## src/design/dual_source_select_map.vh

```
`ifndef DUAL_SOURCE_SELECT_MAP_VH
`define DUAL_SOURCE_SELECT_MAP_VH

// Register byte offsets.
`define OFS_CMD_SRC1      8'h00
`define OFS_FRQ_SRC1      8'h04
`define OFS_CMD_SRC2      8'h08
`define OFS_FRQ_SRC2      8'h0c
`define OFS_FUNC0         8'h10
`define OFS_FUNC4         8'h20
`define OFS_ACCEL         8'h24
`define OFS_DECEL         8'h28
`define OFS_KEYPAD1       8'h2c
`define OFS_KEYPAD2       8'h30
`define OFS_STATUS        8'h34
`define OFS_OUT_FREQ      8'h38

// Reset values.
`define RST_CMD_SRC       2'h1
`define RST_FRQ_SRC       4'h0
`define RST_FUNC          5'h00
`define RST_FUNC4         5'h04
`define RST_PERIOD        16'h0010
`define RST_KEYPAD        16'h0000

// Field encodings.
`define FUNC_ALT_SET      5'h16
`define FUNC_MAX          5'h1b
`define CMD_KEYPAD        2'h0
`define CMD_TERM_FR       2'h1
`define CMD_TERM_RUNDIR   2'h2
`define CMD_SERIAL        2'h3
`define FRQ_KEYPAD1       4'h0
`define FRQ_KEYPAD2       4'h1
`define FRQ_POT           4'h2
`define FRQ_VOLT          4'h3
`define FRQ_DUAL_I        4'h4
`define FRQ_DUAL_V        4'h5
`define FRQ_POT_DUAL_I    4'h6
`define FRQ_POT_DUAL_V    4'h7
`define FRQ_POT_VOLT      4'h8
`define FRQ_SERIAL        4'h9
`define FRQ_UPDOWN        4'ha
`define FRQ_MAX           4'ha

// Status bit positions.
`define ST_ALT_SET        0
`define ST_RUNNING        1
`define ST_REVERSE        2
`define ST_CMD_LSB        4
`define ST_FRQ_LSB        8
`define ST_WANT_RUN       12

// Number of multi-function inputs and of standard-build inputs.
`define NUM_INPUTS        5
`define NUM_STD_INPUTS    3

`endif

```

## src/design/dual_source_select.v

```verilog
`timescale 1ns/1ps
`default_nettype none
`include "dual_source_select_map.vh"

module dual_source_select #(
  parameter FW          = 16,
  parameter EXTENDED_IO = 1
) (
  // Clock, reset and enable.
  input  wire          pclk,
  input  wire          presetn,
  input  wire          ce,
  // APB slave.
  input  wire          psel,
  input  wire          penable,
  input  wire          pwrite,
  input  wire [7:0]    paddr,
  input  wire [31:0]   pwdata,
  output wire          pready,
  output reg  [31:0]   prdata,
  output reg           pslverr,
  // Terminal and keypad pins.
  input  wire [4:0]    multi_function_inputs,
  input  wire          forward_run_input,
  input  wire          reverse_run_input,
  input  wire          key_run,
  input  wire          key_stop,
  // Serial link command and reference.
  input  wire          serial_run,
  input  wire          serial_reverse,
  input  wire [FW-1:0] serial_ref,
  // Analog and stepped references.
  input  wire [FW-1:0] pot_ref,
  input  wire [FW-1:0] voltage_analog_input,
  input  wire [FW-1:0] dual_analog_input_ma,
  input  wire [FW-1:0] dual_analog_input_volt,
  input  wire [FW-1:0] updown_ref,
  // Drive outputs.
  output reg  [FW-1:0] out_freq_q,
  output reg           out_reverse_q,
  output reg           running_q,
  output reg           alt_set_q
);

  reg  [1:0]          cmd_src1_q;
  reg  [3:0]          frq_src1_q;
  reg  [1:0]          alt_cmd_source_select_q;
  reg  [3:0]          alt_freq_source_select_q;
  reg  [5*5-1:0]      input_function_codes_q;
  reg  [15:0]         accel_q;
  reg  [15:0]         decel_q;
  reg  [FW-1:0]       keypad1_q;
  reg  [FW-1:0]       keypad2_q;
  reg  [8:0]          sync1_q;
  reg  [8:0]          sync2_q;
  reg                 key_run_d1_q;
  reg                 key_stop_d1_q;
  reg                 kp_run_q;
  reg  [15:0]         step_cnt_q;
  wire [4:0]          sel_match;
  wire                alt_set_d;
  wire [1:0]          cmd_eff;
  wire [3:0]          frq_eff;
  wire                fwd_s;
  wire                rev_s;
  reg                 want_run;
  reg                 want_rev;
  reg  [FW-1:0]       ref_freq;
  reg  [FW-1:0]       target;
  wire                up;
  wire                down;
  wire [15:0]         period;
  wire                wr;
  wire                rd;
  reg                 wr_ok;
  reg                 addr_ok;
  wire [2:0]          func_idx;

  function [FW-1:0] sat_add;
    input [FW-1:0] a;
    input [FW-1:0] b;
    reg   [FW:0]   s;
    begin
      s = {1'b0, a} + {1'b0, b};
      sat_add = s[FW] ? {FW{1'b1}} : s[FW-1:0];
    end
  endfunction

  function cmd_ok;
    input [1:0] v;
    begin
      cmd_ok = (v != `CMD_SERIAL) || (EXTENDED_IO != 0);
    end
  endfunction

  function frq_ok;
    input [3:0] v;
    begin
      frq_ok = (v <= `FRQ_MAX) && ((EXTENDED_IO != 0) ||
               !(v == `FRQ_DUAL_I || v == `FRQ_DUAL_V || v == `FRQ_POT_DUAL_I ||
                 v == `FRQ_POT_DUAL_V || v == `FRQ_SERIAL));
    end
  endfunction

  // Pin inputs pass two flip-flops before use.
  always @(posedge pclk or negedge presetn)
  begin
    if (!presetn)
    begin
      sync1_q <= 9'h000;
      sync2_q <= 9'h000;
    end
    else if (ce)
    begin
      sync1_q <= {key_stop, key_run, reverse_run_input, forward_run_input, multi_function_inputs};
      sync2_q <= sync1_q;
    end
  end

  assign fwd_s = sync2_q[5];
  assign rev_s = sync2_q[6];

  // Per-input match against the alternate-set function code; inputs four and five need the extended build.
  genvar gi;
  generate
    for (gi = 0; gi < `NUM_INPUTS; gi = gi + 1)
    begin : g_sel
      assign sel_match[gi] = (gi < `NUM_STD_INPUTS || EXTENDED_IO != 0) && sync2_q[gi] &&
                             (input_function_codes_q[gi*5 +: 5] == `FUNC_ALT_SET);
    end
  endgenerate
  assign alt_set_d = |sel_match;

  // Active set register; the new set acts from the cycle after the change.
  always @(posedge pclk or negedge presetn)
  begin
    if (!presetn)
      alt_set_q <= 1'b0;
    else if (ce)
      alt_set_q <= alt_set_d;
  end

  assign cmd_eff = alt_set_q ? alt_cmd_source_select_q : cmd_src1_q;
  assign frq_eff = alt_set_q ? alt_freq_source_select_q : frq_src1_q;

  // Keypad run latch follows the keys whatever set is active.
  always @(posedge pclk or negedge presetn)
  begin
    if (!presetn)
    begin
      key_run_d1_q  <= 1'b0;
      key_stop_d1_q <= 1'b0;
      kp_run_q      <= 1'b0;
    end
    else if (ce)
    begin
      key_run_d1_q  <= sync2_q[7];
      key_stop_d1_q <= sync2_q[8];
      // A stop press wins over a run press in the same cycle.
      if (sync2_q[8] && !key_stop_d1_q)
        kp_run_q <= 1'b0;
      else if (sync2_q[7] && !key_run_d1_q)
        kp_run_q <= 1'b1;
    end
  end

  // Effective run command of the active command source.
  always @*
  begin
    want_run = 1'b0;
    want_rev = 1'b0;
    case (cmd_eff)
      `CMD_KEYPAD: want_run = kp_run_q;
      `CMD_TERM_FR:
      begin
        want_run = fwd_s ^ rev_s;
        want_rev = rev_s && !fwd_s;
      end
      `CMD_TERM_RUNDIR:
      begin
        want_run = fwd_s;
        want_rev = rev_s;
      end
      `CMD_SERIAL:
      begin
        want_run = serial_run;
        want_rev = serial_reverse;
      end
      default: want_run = 1'b0;
    endcase
  end

  // Frequency reference of the active frequency source.
  always @*
  begin
    case (frq_eff)
      `FRQ_KEYPAD1:    ref_freq = keypad1_q;
      `FRQ_KEYPAD2:    ref_freq = keypad2_q;
      `FRQ_POT:        ref_freq = pot_ref;
      `FRQ_VOLT:       ref_freq = voltage_analog_input;
      `FRQ_DUAL_I:     ref_freq = dual_analog_input_ma;
      `FRQ_DUAL_V:     ref_freq = dual_analog_input_volt;
      `FRQ_POT_DUAL_I: ref_freq = sat_add(pot_ref, dual_analog_input_ma);
      `FRQ_POT_DUAL_V: ref_freq = sat_add(pot_ref, dual_analog_input_volt);
      `FRQ_POT_VOLT:   ref_freq = sat_add(pot_ref, voltage_analog_input);
      `FRQ_SERIAL:     ref_freq = serial_ref;
      `FRQ_UPDOWN:     ref_freq = updown_ref;
      default:         ref_freq = {FW{1'b0}};
    endcase
  end

  // Target is zero on stop or while a direction reversal passes through zero.
  always @*
  begin
    if (!want_run)
      target = {FW{1'b0}};
    else if (want_rev != out_reverse_q && out_freq_q != {FW{1'b0}})
      target = {FW{1'b0}};
    else
      target = ref_freq;
  end

  assign up     = out_freq_q < target;
  assign down   = out_freq_q > target;
  assign period = up ? accel_q : decel_q;

  // Ramp: one frequency step each period; the run state is not reset by a set change.
  always @(posedge pclk or negedge presetn)
  begin
    if (!presetn)
    begin
      out_freq_q    <= {FW{1'b0}};
      out_reverse_q <= 1'b0;
      running_q     <= 1'b0;
      step_cnt_q    <= 16'h0000;
    end
    else if (ce)
    begin
      if (out_freq_q == {FW{1'b0}} && want_run)
        out_reverse_q <= want_rev;
      running_q <= (out_freq_q != {FW{1'b0}}) || want_run;
      if (!up && !down)
        step_cnt_q <= 16'h0000;
      else if (step_cnt_q + 16'h0001 >= period)
      begin
        step_cnt_q <= 16'h0000;
        if (up)
          out_freq_q <= out_freq_q + {{(FW-1){1'b0}}, 1'b1};
        else
          out_freq_q <= out_freq_q - {{(FW-1){1'b0}}, 1'b1};
      end
      else
        step_cnt_q <= step_cnt_q + 16'h0001;
    end
  end

  // APB slave: zero-wait while enabled; bad value or address gives pslverr.
  assign pready   = ce;
  assign wr       = psel && penable && pwrite && ce;
  assign rd       = psel && !penable && !pwrite && ce;
  assign func_idx = paddr[4:2] - 3'h4;

  always @*
  begin
    addr_ok = (paddr[1:0] == 2'h0) && (paddr <= `OFS_OUT_FREQ);
    wr_ok   = 1'b1;
    case (paddr)
      `OFS_CMD_SRC1, `OFS_CMD_SRC2: wr_ok = cmd_ok(pwdata[1:0]);
      `OFS_FRQ_SRC1, `OFS_FRQ_SRC2: wr_ok = frq_ok(pwdata[3:0]);
      `OFS_STATUS, `OFS_OUT_FREQ:   wr_ok = 1'b0;
      default:
      begin
        if (paddr >= `OFS_FUNC0 && paddr <= `OFS_FUNC4)
          wr_ok = (pwdata[4:0] <= `FUNC_MAX) &&
                  (func_idx < `NUM_STD_INPUTS || EXTENDED_IO != 0);
      end
    endcase
  end

  always @(posedge pclk or negedge presetn)
  begin
    if (!presetn)
    begin
      cmd_src1_q               <= `RST_CMD_SRC;
      frq_src1_q               <= `RST_FRQ_SRC;
      alt_cmd_source_select_q  <= `RST_CMD_SRC;
      alt_freq_source_select_q <= `RST_FRQ_SRC;
      input_function_codes_q   <= {`RST_FUNC4, `RST_FUNC, `RST_FUNC, `RST_FUNC, `RST_FUNC};
      accel_q                  <= `RST_PERIOD;
      decel_q                  <= `RST_PERIOD;
      keypad1_q                <= `RST_KEYPAD;
      keypad2_q                <= `RST_KEYPAD;
      prdata                   <= 32'h00000000;
      pslverr                  <= 1'b0;
    end
    else if (ce)
    begin
      pslverr <= psel && !penable && !(addr_ok && (pwrite ? wr_ok : 1'b1));
      if (wr && addr_ok && wr_ok)
      begin
        case (paddr)
          `OFS_CMD_SRC1: cmd_src1_q <= pwdata[1:0];
          `OFS_FRQ_SRC1: frq_src1_q <= pwdata[3:0];
          `OFS_CMD_SRC2: alt_cmd_source_select_q <= pwdata[1:0];
          `OFS_FRQ_SRC2: alt_freq_source_select_q <= pwdata[3:0];
          `OFS_ACCEL:    accel_q <= pwdata[15:0];
          `OFS_DECEL:    decel_q <= pwdata[15:0];
          `OFS_KEYPAD1:  keypad1_q <= pwdata[FW-1:0];
          `OFS_KEYPAD2:  keypad2_q <= pwdata[FW-1:0];
          default:       input_function_codes_q[func_idx*5 +: 5] <= pwdata[4:0];
        endcase
      end
      if (rd)
      begin
        prdata <= 32'h00000000;
        case (paddr)
          `OFS_CMD_SRC1: prdata[1:0] <= cmd_src1_q;
          `OFS_FRQ_SRC1: prdata[3:0] <= frq_src1_q;
          `OFS_CMD_SRC2: prdata[1:0] <= alt_cmd_source_select_q;
          `OFS_FRQ_SRC2: prdata[3:0] <= alt_freq_source_select_q;
          `OFS_ACCEL:    prdata[15:0] <= accel_q;
          `OFS_DECEL:    prdata[15:0] <= decel_q;
          `OFS_KEYPAD1:  prdata[FW-1:0] <= keypad1_q;
          `OFS_KEYPAD2:  prdata[FW-1:0] <= keypad2_q;
          `OFS_STATUS:
          begin
            prdata[`ST_ALT_SET]             <= alt_set_q;
            prdata[`ST_RUNNING]             <= running_q;
            prdata[`ST_REVERSE]             <= out_reverse_q;
            prdata[`ST_CMD_LSB +: 2]        <= cmd_eff;
            prdata[`ST_FRQ_LSB +: 4]        <= frq_eff;
            prdata[`ST_WANT_RUN]            <= want_run;
          end
          `OFS_OUT_FREQ: prdata[FW-1:0] <= out_freq_q;
          default:
          begin
            if (addr_ok)
              prdata[4:0] <= input_function_codes_q[func_idx*5 +: 5];
          end
        endcase
      end
    end
  end

endmodule // dual_source_select

`default_nettype wire

```

## config.mk

```make
export PLATFORM = sky130hd
export DESIGN_NAME = dual_source_select
export DESIGN_NICKNAME = d
export VERILOG_FILES = /design/src/design/dual_source_select.v
export VERILOG_INCLUDE_DIRS = /design/src /design/src/design
export SDC_FILE = /design/constraint.sdc
export NUM_CORES = 1
export LEC_CHECK = 0
export BUFFER_PORTS_ARGS = -buffer_cell sky130_fd_sc_hd__buf_2
export CAP_MARGIN = 20
export CORE_UTILIZATION = 50
export DETAILED_ROUTE_END_ITERATION = 8
export PLACE_DENSITY_LB_ADDON = 0.3
export SKIP_LAST_GASP = 1
export SYNTH_ARGS = -nofsm -noshare
export SYNTH_HDL_FRONTEND = slang
export SYNTH_SLANG_ARGS = --single-unit
```

## constraint.sdc

```tcl
create_clock -name pclk -period 8.2 [get_ports pclk]
set_clock_uncertainty 0.05 [all_clocks]
set_input_delay 0.41 -clock pclk [delete_from_list [all_inputs] [get_ports pclk]]
set_output_delay 0.41 -clock pclk [all_outputs]
set_load 0.02 [all_outputs]
```

### Word-level counts from Yosys, hierarchy flattened

Cells that the tools add are included.

| storage, ports and cells | value |
|---|---|
| register bits | 174 |
| word-level logic and storage cells | 160 |
| output and inout bits | 53 |
| input bits | 153 |

| operators by class | value |
|---|---|
| eq/ne operators | 28 |
| bitwise gates (word level) | 3 |
| magnitude comparators | 8 |
| add/sub/neg operators | 8 |
| reduce and logical (&&, ||, !) cells | 59 |
| muxes and demuxes | 29 |
| multipliers | 1 |
| shift-type cells | 3 |

Operators with widths:

| kind | number |
|---|---|
| 16-bit one-hot mux with 11 select lines | 1 |
| 16-bit two-way mux | 9 |
| 16-bit by 16-bit adder with 17-bit output | 3 |
| 8-bit by 6-bit equality test with 1-bit output, second input constant | 6 |
| 6-bit negator with 34-bit output | 1 |
| 5-bit by 34-bit variable shift with 25-bit output, first input constant | 1 |
| 5-bit by 34-bit variable part select with 25-bit output | 1 |
| 16-bit by 1-bit adder with 16-bit output, second input constant | 2 |
| 5-bit one-hot mux with 6 select lines | 1 |
| 3-bit AND reduction | 10 |
| 25-bit bitwise mux | 1 |
| 5-bit equality test, second input constant | 5 |
| 25-bit by 7-bit variable part select with 5-bit output | 1 |
| 1-bit logical AND | 23 |
| 2-bit one-hot mux with 10 select lines | 1 |
| 4-bit by 3-bit equality test with 1-bit output, second input constant | 4 |
| 8-bit by 4-bit equality test with 1-bit output, second input constant | 2 |
| 16-bit >= comparator | 1 |
| 16-bit greater-than comparator | 1 |
| 8-bit by 6-bit <= comparator with 1-bit output, second input constant | 2 |
| 16-bit zero test | 1 |
| 16-bit less-than comparator | 1 |
| 16-bit nonzero test | 1 |
| 16-bit by 1-bit subtractor with 16-bit output, second input constant | 1 |
| other kinds (38) | 59 |

### Depth between registers and ports, before layout

| depth | value |
|---|---|
| depth after elaboration | 12 |
| mapped depth | 31 |
| depth with buffers taken out | 26 |

### Least setup slack after synthesis

OpenSTA, ideal clock, no wires.

| timing | value |
|---|---|
| kind | input port to flip-flop |
| start point | input pot_ref[0] |
| end point | register out_freq_q[10] |
| stages on the path | 28 |
| setup time | 0.125 ns |
| setup slack | 0.882 ns |
| buffers on the path | 5 |
| data required time | 8.025 ns |
| data arrival time | 7.144 ns |
| path through | ha_1 fa_1 a211oi_1 o21ai_0 a31oi_1 o31ai_1 a21bo_2 a21oi_1 clkbuf_1 a21oi_1 o41ai_1 ha_1 a21o_1 a221oi_1 nor2b_1 buf_1 buf_1 mux2i_1 ha_1 a21o_1 a2111oi_0 o21ai_0 a221oi_1 o21ai_0 o211a_1 clkbuf_1 clkbuf_1 mux2_2 |

| between the ends | value |
|---|---|
| longest elaborated chain between the ends | 10 |
| elaborated cells on any way between the ends | 19 |
| classes of those cells | 3 x add/sub; 3 x order compare; 8 x mux; 1 x bitwise; 4 x reduce/logical |

Ends and longest elaborated chain:

| what | RTL line | text |
|---|---|---|
| from (decl) | dual_source_select.v:33 | `input wire [FW-1:0] pot_ref,` |
| 16-bit by 16-bit adder with 17-bit output | dual_source_select.v:84 | `s = {1'b0, a} + {1'b0, b};` |
| 16-bit two-way mux | dual_source_select.v:85 | `sat_add = s[FW] ? {FW{1'b1}} : s[FW-1:0];` |
| 16-bit one-hot mux with 11 select lines * | dual_source_select.v:196 | `case (frq_eff)` |
| 16-bit two-way mux * | dual_source_select.v:217 | `else if (want_rev != out_reverse_q && out_freq_q != {FW{1'b0}})` |
| 16-bit two-way mux * | dual_source_select.v:215 | `if (!want_run)` |
| branches (longest 5 deep; another with 16-bit less-than comparator) | -- |  |
| to (signal assigned) | dual_source_select.v:232 | `out_freq_q <= {FW{1'b0}};` |
| to (signal assigned) | dual_source_select.v:248 | `out_freq_q <= out_freq_q + {{(FW-1){1'b0}}, 1'b1};` |
| to (signal assigned) | dual_source_select.v:250 | `out_freq_q <= out_freq_q - {{(FW-1){1'b0}}, 1'b1};` |
| to (decl) | dual_source_select.v:39 | `output reg [FW-1:0] out_freq_q,` |

Mark *: on every way between the ends.
A chain may end at the register's enable or synchronous reset.

### Worst setup path in the final report

| timing | value |
|---|---|
| start point | register alt_set_q |
| end point | register step_cnt_q[5] |

| between the ends | value |
|---|---|
| longest elaborated chain between the ends | 12 |
| elaborated cells on any way between the ends | 33 |
| classes of those cells | 3 x order compare; 14 x eq/ne; 10 x mux; 6 x reduce/logical |

Ends and longest elaborated chain:

| what | RTL line | text |
|---|---|---|
| from (decl) | dual_source_select.v:42 | `output reg alt_set_q` |
| from (signal assigned) | dual_source_select.v:140 | `alt_set_q <= alt_set_d;` |
| 2-bit two-way mux | dual_source_select.v:143 | `assign cmd_eff = alt_set_q ? alt_cmd_source_select_q : cmd_src1_q;` |
| 2-bit equality test / 2-bit by 1-bit equality test with 1-bit output (equally long branches) | dual_source_select.v:172 | `case (cmd_eff)` |
| 1-bit one-hot mux with 3 select lines | dual_source_select.v:172 |  |
| 1-bit inequality test | dual_source_select.v:217 |  |
| 1-bit logical AND | dual_source_select.v:217 |  |
| 16-bit two-way mux | dual_source_select.v:217 |  |
| 16-bit two-way mux * | dual_source_select.v:215 |  |
| 16-bit less-than comparator | dual_source_select.v:223 | `assign up = out_freq_q < target;` |
| 16-bit two-way mux | dual_source_select.v:225 | `assign period = up ? accel_q : decel_q;` |
| 16-bit >= comparator | dual_source_select.v:244 | `else if (step_cnt_q + 16'h0001 >= period)` |
| 16-bit two-way mux | dual_source_select.v:244 |  |
| 16-bit two-way mux * | dual_source_select.v:242 | `if (!up && !down)` |
| to (signal assigned) | dual_source_select.v:253 | `step_cnt_q <= step_cnt_q + 16'h0001;` |
| to (decl) | dual_source_select.v:59 | `reg [15:0] step_cnt_q;` |

Every way passes the cells marked *; elsewhere a longest branch is shown, timed or not.

==> run_results.csv <==
group,metric,value,unit
outcome,violations,"hold timing",
critical_path,cp-end-kind,"register",
drt,wl_per_cell,22.5,µm
cells_and_area,num-nets-final,1819,
critical_path,r2r_cells,25,
cts,numCtsBuffers,17,
drt,vias_per_cell,6.45,
critical_path,cp_num_cells,25,
cts,clock-sinks,174,
place,placed_cell_area,0.0146,mm²
logic_synthesis,yosys_warnings,0,
cts,clk_latency,450,ps
cts,cts_resized,0,
cells_and_area,regArea,0.00436,mm²
sta,tightest_slew,1110,ps
flow_run,drv_cap,0,
sta,min_period_over_period,94.0,%
power_and_ir_drop,leakage,0.00713,µW
logic_synthesis,synth-seq-cells,174,
cells_and_area,instances_no_fill,1909,
power_and_ir_drop,p_per_area,226,mW/mm²
outcome,status,"finished, violations left",
power_and_ir_drop,peakVddDrop,0.353,mV
cells_and_area,layout_common_cells,"buf_2, dfrtp_1, mux2_2, a21oi_1, ha_1",
sta,drv_slew,0,
logic_synthesis,synth_top_area_share,31.8,%
global_routing,grt_pass1_vias,11529,
place,dp_hpwl,32600,µm
logic_synthesis,synthCells,1397,
cts,cts-root-buf,"clkbuf_16",
drt,routed_wl,42900,µm
cts,cts_tree,"yes",
logic_synthesis,async_flop_share,100,%
sta,max_slew_margin,25.6,%
place,portBuffers,173,
drt,drt-initial-drc-count,1319,
cells_and_area,multiInputGateArea,0.00848,mm²
critical_path,slowest_stage,"nor2_1",
floorplanning,core_area,0.0261,mm²
place,placed_cells,1877,
floorplanning,die_area,0.0272,mm²
floorplanning,die_y,165,µm
cts,clk_path_buf_depth,2,
cts,clk_pin_slew,90,ps
cells_and_area,area_growth,14.7,%
critical_path,worstSetupPathType,"register to register",
cells_and_area,stdcell_area,0.0152,mm²
global_routing,grt_usage,31.6,%
cts,postCtsHoldBufs,0,
global_routing,grt.overflow.total,0,
sta,setup_tns,0,ps
critical_path,cp_common_cell,"o21ai_0",
floorplanning,placementRows,59,
critical_path,start_kind,"register",
logic_synthesis,synth_ff_type,"dfrtp_1",
logic_synthesis,synth_area_per_cell,9.51,µm²
sta,fin_crit,7710,ps
sta,rsz0062_at_grt,"no",
cells_and_area,fill_cells,2278,
floorplanning,die_w,165,µm
sta,fmax,130,MHz
cells_and_area,final_common_cell,"buf_2",
cells_and_area,layout-drive-gt1-share,25.7,%
cells_and_area,antenna_cells,0,
global_routing,grt_pass1_wl,64900,µm
logic_synthesis,yosysSeqAreaShare,32.8,%
sta,finalSetupViolations,0,
critical_path,cp.required,8530,ps
critical_path,path_delay_family,"compound AO/OA/AOI/OAI gates",
sta,fin_hold_ws,-46.3,ps
critical_path,critPathBufInv,2,
drt,drc_errors,0,
global_routing,grt_max_degree,101,
critical_path,cp_max_fo,20,
floorplanning,io_pins,206,
logic_synthesis,ys_top_cells_by_area,"dfrtp_1, mux2_2, ha_1",
critical_path,cp.arrival,8030,ps
cts,cts_max_level,4,
logic_synthesis,synth_top_area_cell,"dfrtp_1",
cts,cts_setup_buffers,0,
logic_synthesis,netlist_area,0.0133,mm²
critical_path,cpPeakStageDelay,870,ps
sta,finalHoldViolCount,11,
logic_synthesis,ys_types,79,
drt,ant_nets,0,
global_routing,antenna_found_initial,0,
place,gp_congestion,1.02,
floorplanning,initial_core_util,51.0,%
drt,drt-pass1-iter-count,6,
min_path,min_path_type,"input pin to asynchronous set/reset pin",
logic_synthesis,synth_edf_count,0,
drt,route.vias.total,12306,
## registers in the layout, indices dropped and copies added, names as in the netlist, 2 cells and up
signal,cells
out_freq_q,16
input_function_codes_q,25
frq_src1_q,4
alt_cmd_source_select_q,2
alt_freq_source_select_q,4
prdata,16
keypad1_q,16
cmd_src1_q,2
sync2_q,9
sync1_q,9
step_cnt_q,16
decel_q,16
accel_q,16
keypad2_q,16
## where the power goes
part,internal (µW),switching [µW]
Combinational,673,853
Clock,429,435
Sequential,938,123
## layer usage
layer  up-vias  wire length, µm  share of wire, %  global-route usage (%)
li1       5619                -                 -                       -
met1      5991            18500                43                    43.5
met2       601            19400                45                    49.2
met3        95             3520               8.2                    4.97
met4         0             1530               3.6                    12.8
met5         -                0                 0                       0
## cell families after synthesis
group | share of synthesized area (%)
multiplexers | 14.8
AND/OR/NAND/NOR | 12.5
XOR/XNOR | 4.35
other | 0.0282
adder cells (fa/ha/maj) | 10.1
buffers and inverters | 4.12
AO/OA/AOI/OAI | 21.2
flip-flops | 32.8
## cell type report
| cell class | count | area share, % |
|---|---|---|
| clock inverters | 15 | 1.44 |
| multi-input cells | 1117 | 55.6 |
| flip-flops and latches | 174 | 28.6 |
| clock buffers | 17 | 2.79 |
| well taps | 335 | 2.75 |
| repair buffers | 213 | 7.85 |
| inverters | 38 | 0.935 |
## cells in the mapped netlist, drive strengths merged (4+ instances only)
cell type  number
dfrtp         169
mux2          133
a21oi         111
ha            101
nand2          89
nor2           79
o21ai          72
clkbuf         50
nand3          45
mux2i          41
a21o           40
inv            38
a22oi          34
xor2           34
buf            33
xnor2          32
a31oi          28
a222oi         25
nor3           24
nand2b         22
nand4          15
and3           14
a211oi         13
o21a           12
nor4           10
a221oi          8
nor2b           8
o211ai          8
o22ai           8
o31ai           7
o41ai           7
a22o            5
dfstp           5
a211o           4
a32oi           4
and2            4
fa              4
nor4bb          4
o2111ai         4
o21bai          4
## path summary, 6_finish.rpt
| kind | end | start | slack (ps) |
|---|---|---|---|
| worst max-delay path | step_cnt_q[5]$_DFFE_PN0P_ | alt_set_q$_DFFE_PN0P_ | 490 |
| worst max register to register | step_cnt_q[5]$_DFFE_PN0P_ | alt_set_q$_DFFE_PN0P_ | 490 |
| worst min-delay path | out_freq_q[9]$_DFFE_PN0P_ | presetn | -50 |
| min in group pclk | sync1_q[5]$_DFFE_PN0P_ | forward_run_input | 140 |
| max in group asynchronous | step_cnt_q[5]$_DFFE_PN0P_ | presetn | 6630 |
| worst min register to register | sync2_q[5]$_DFFE_PN0P_ | sync1_q[5]$_DFFE_PN0P_ | 440 |
## stage by stage
stage	total power [µW]	setup WS, ps	util [%]
2_1_floorplan	2100	882	-
4_1_cts	3450	746	58.5
3_5_place_dp	2580	403	56.0
5_1_grt	3680	118	58.5
6_report	3450	493	58.5
3_3_place_gp	2550	523	56.0
(Power assumes the default switching activity.)
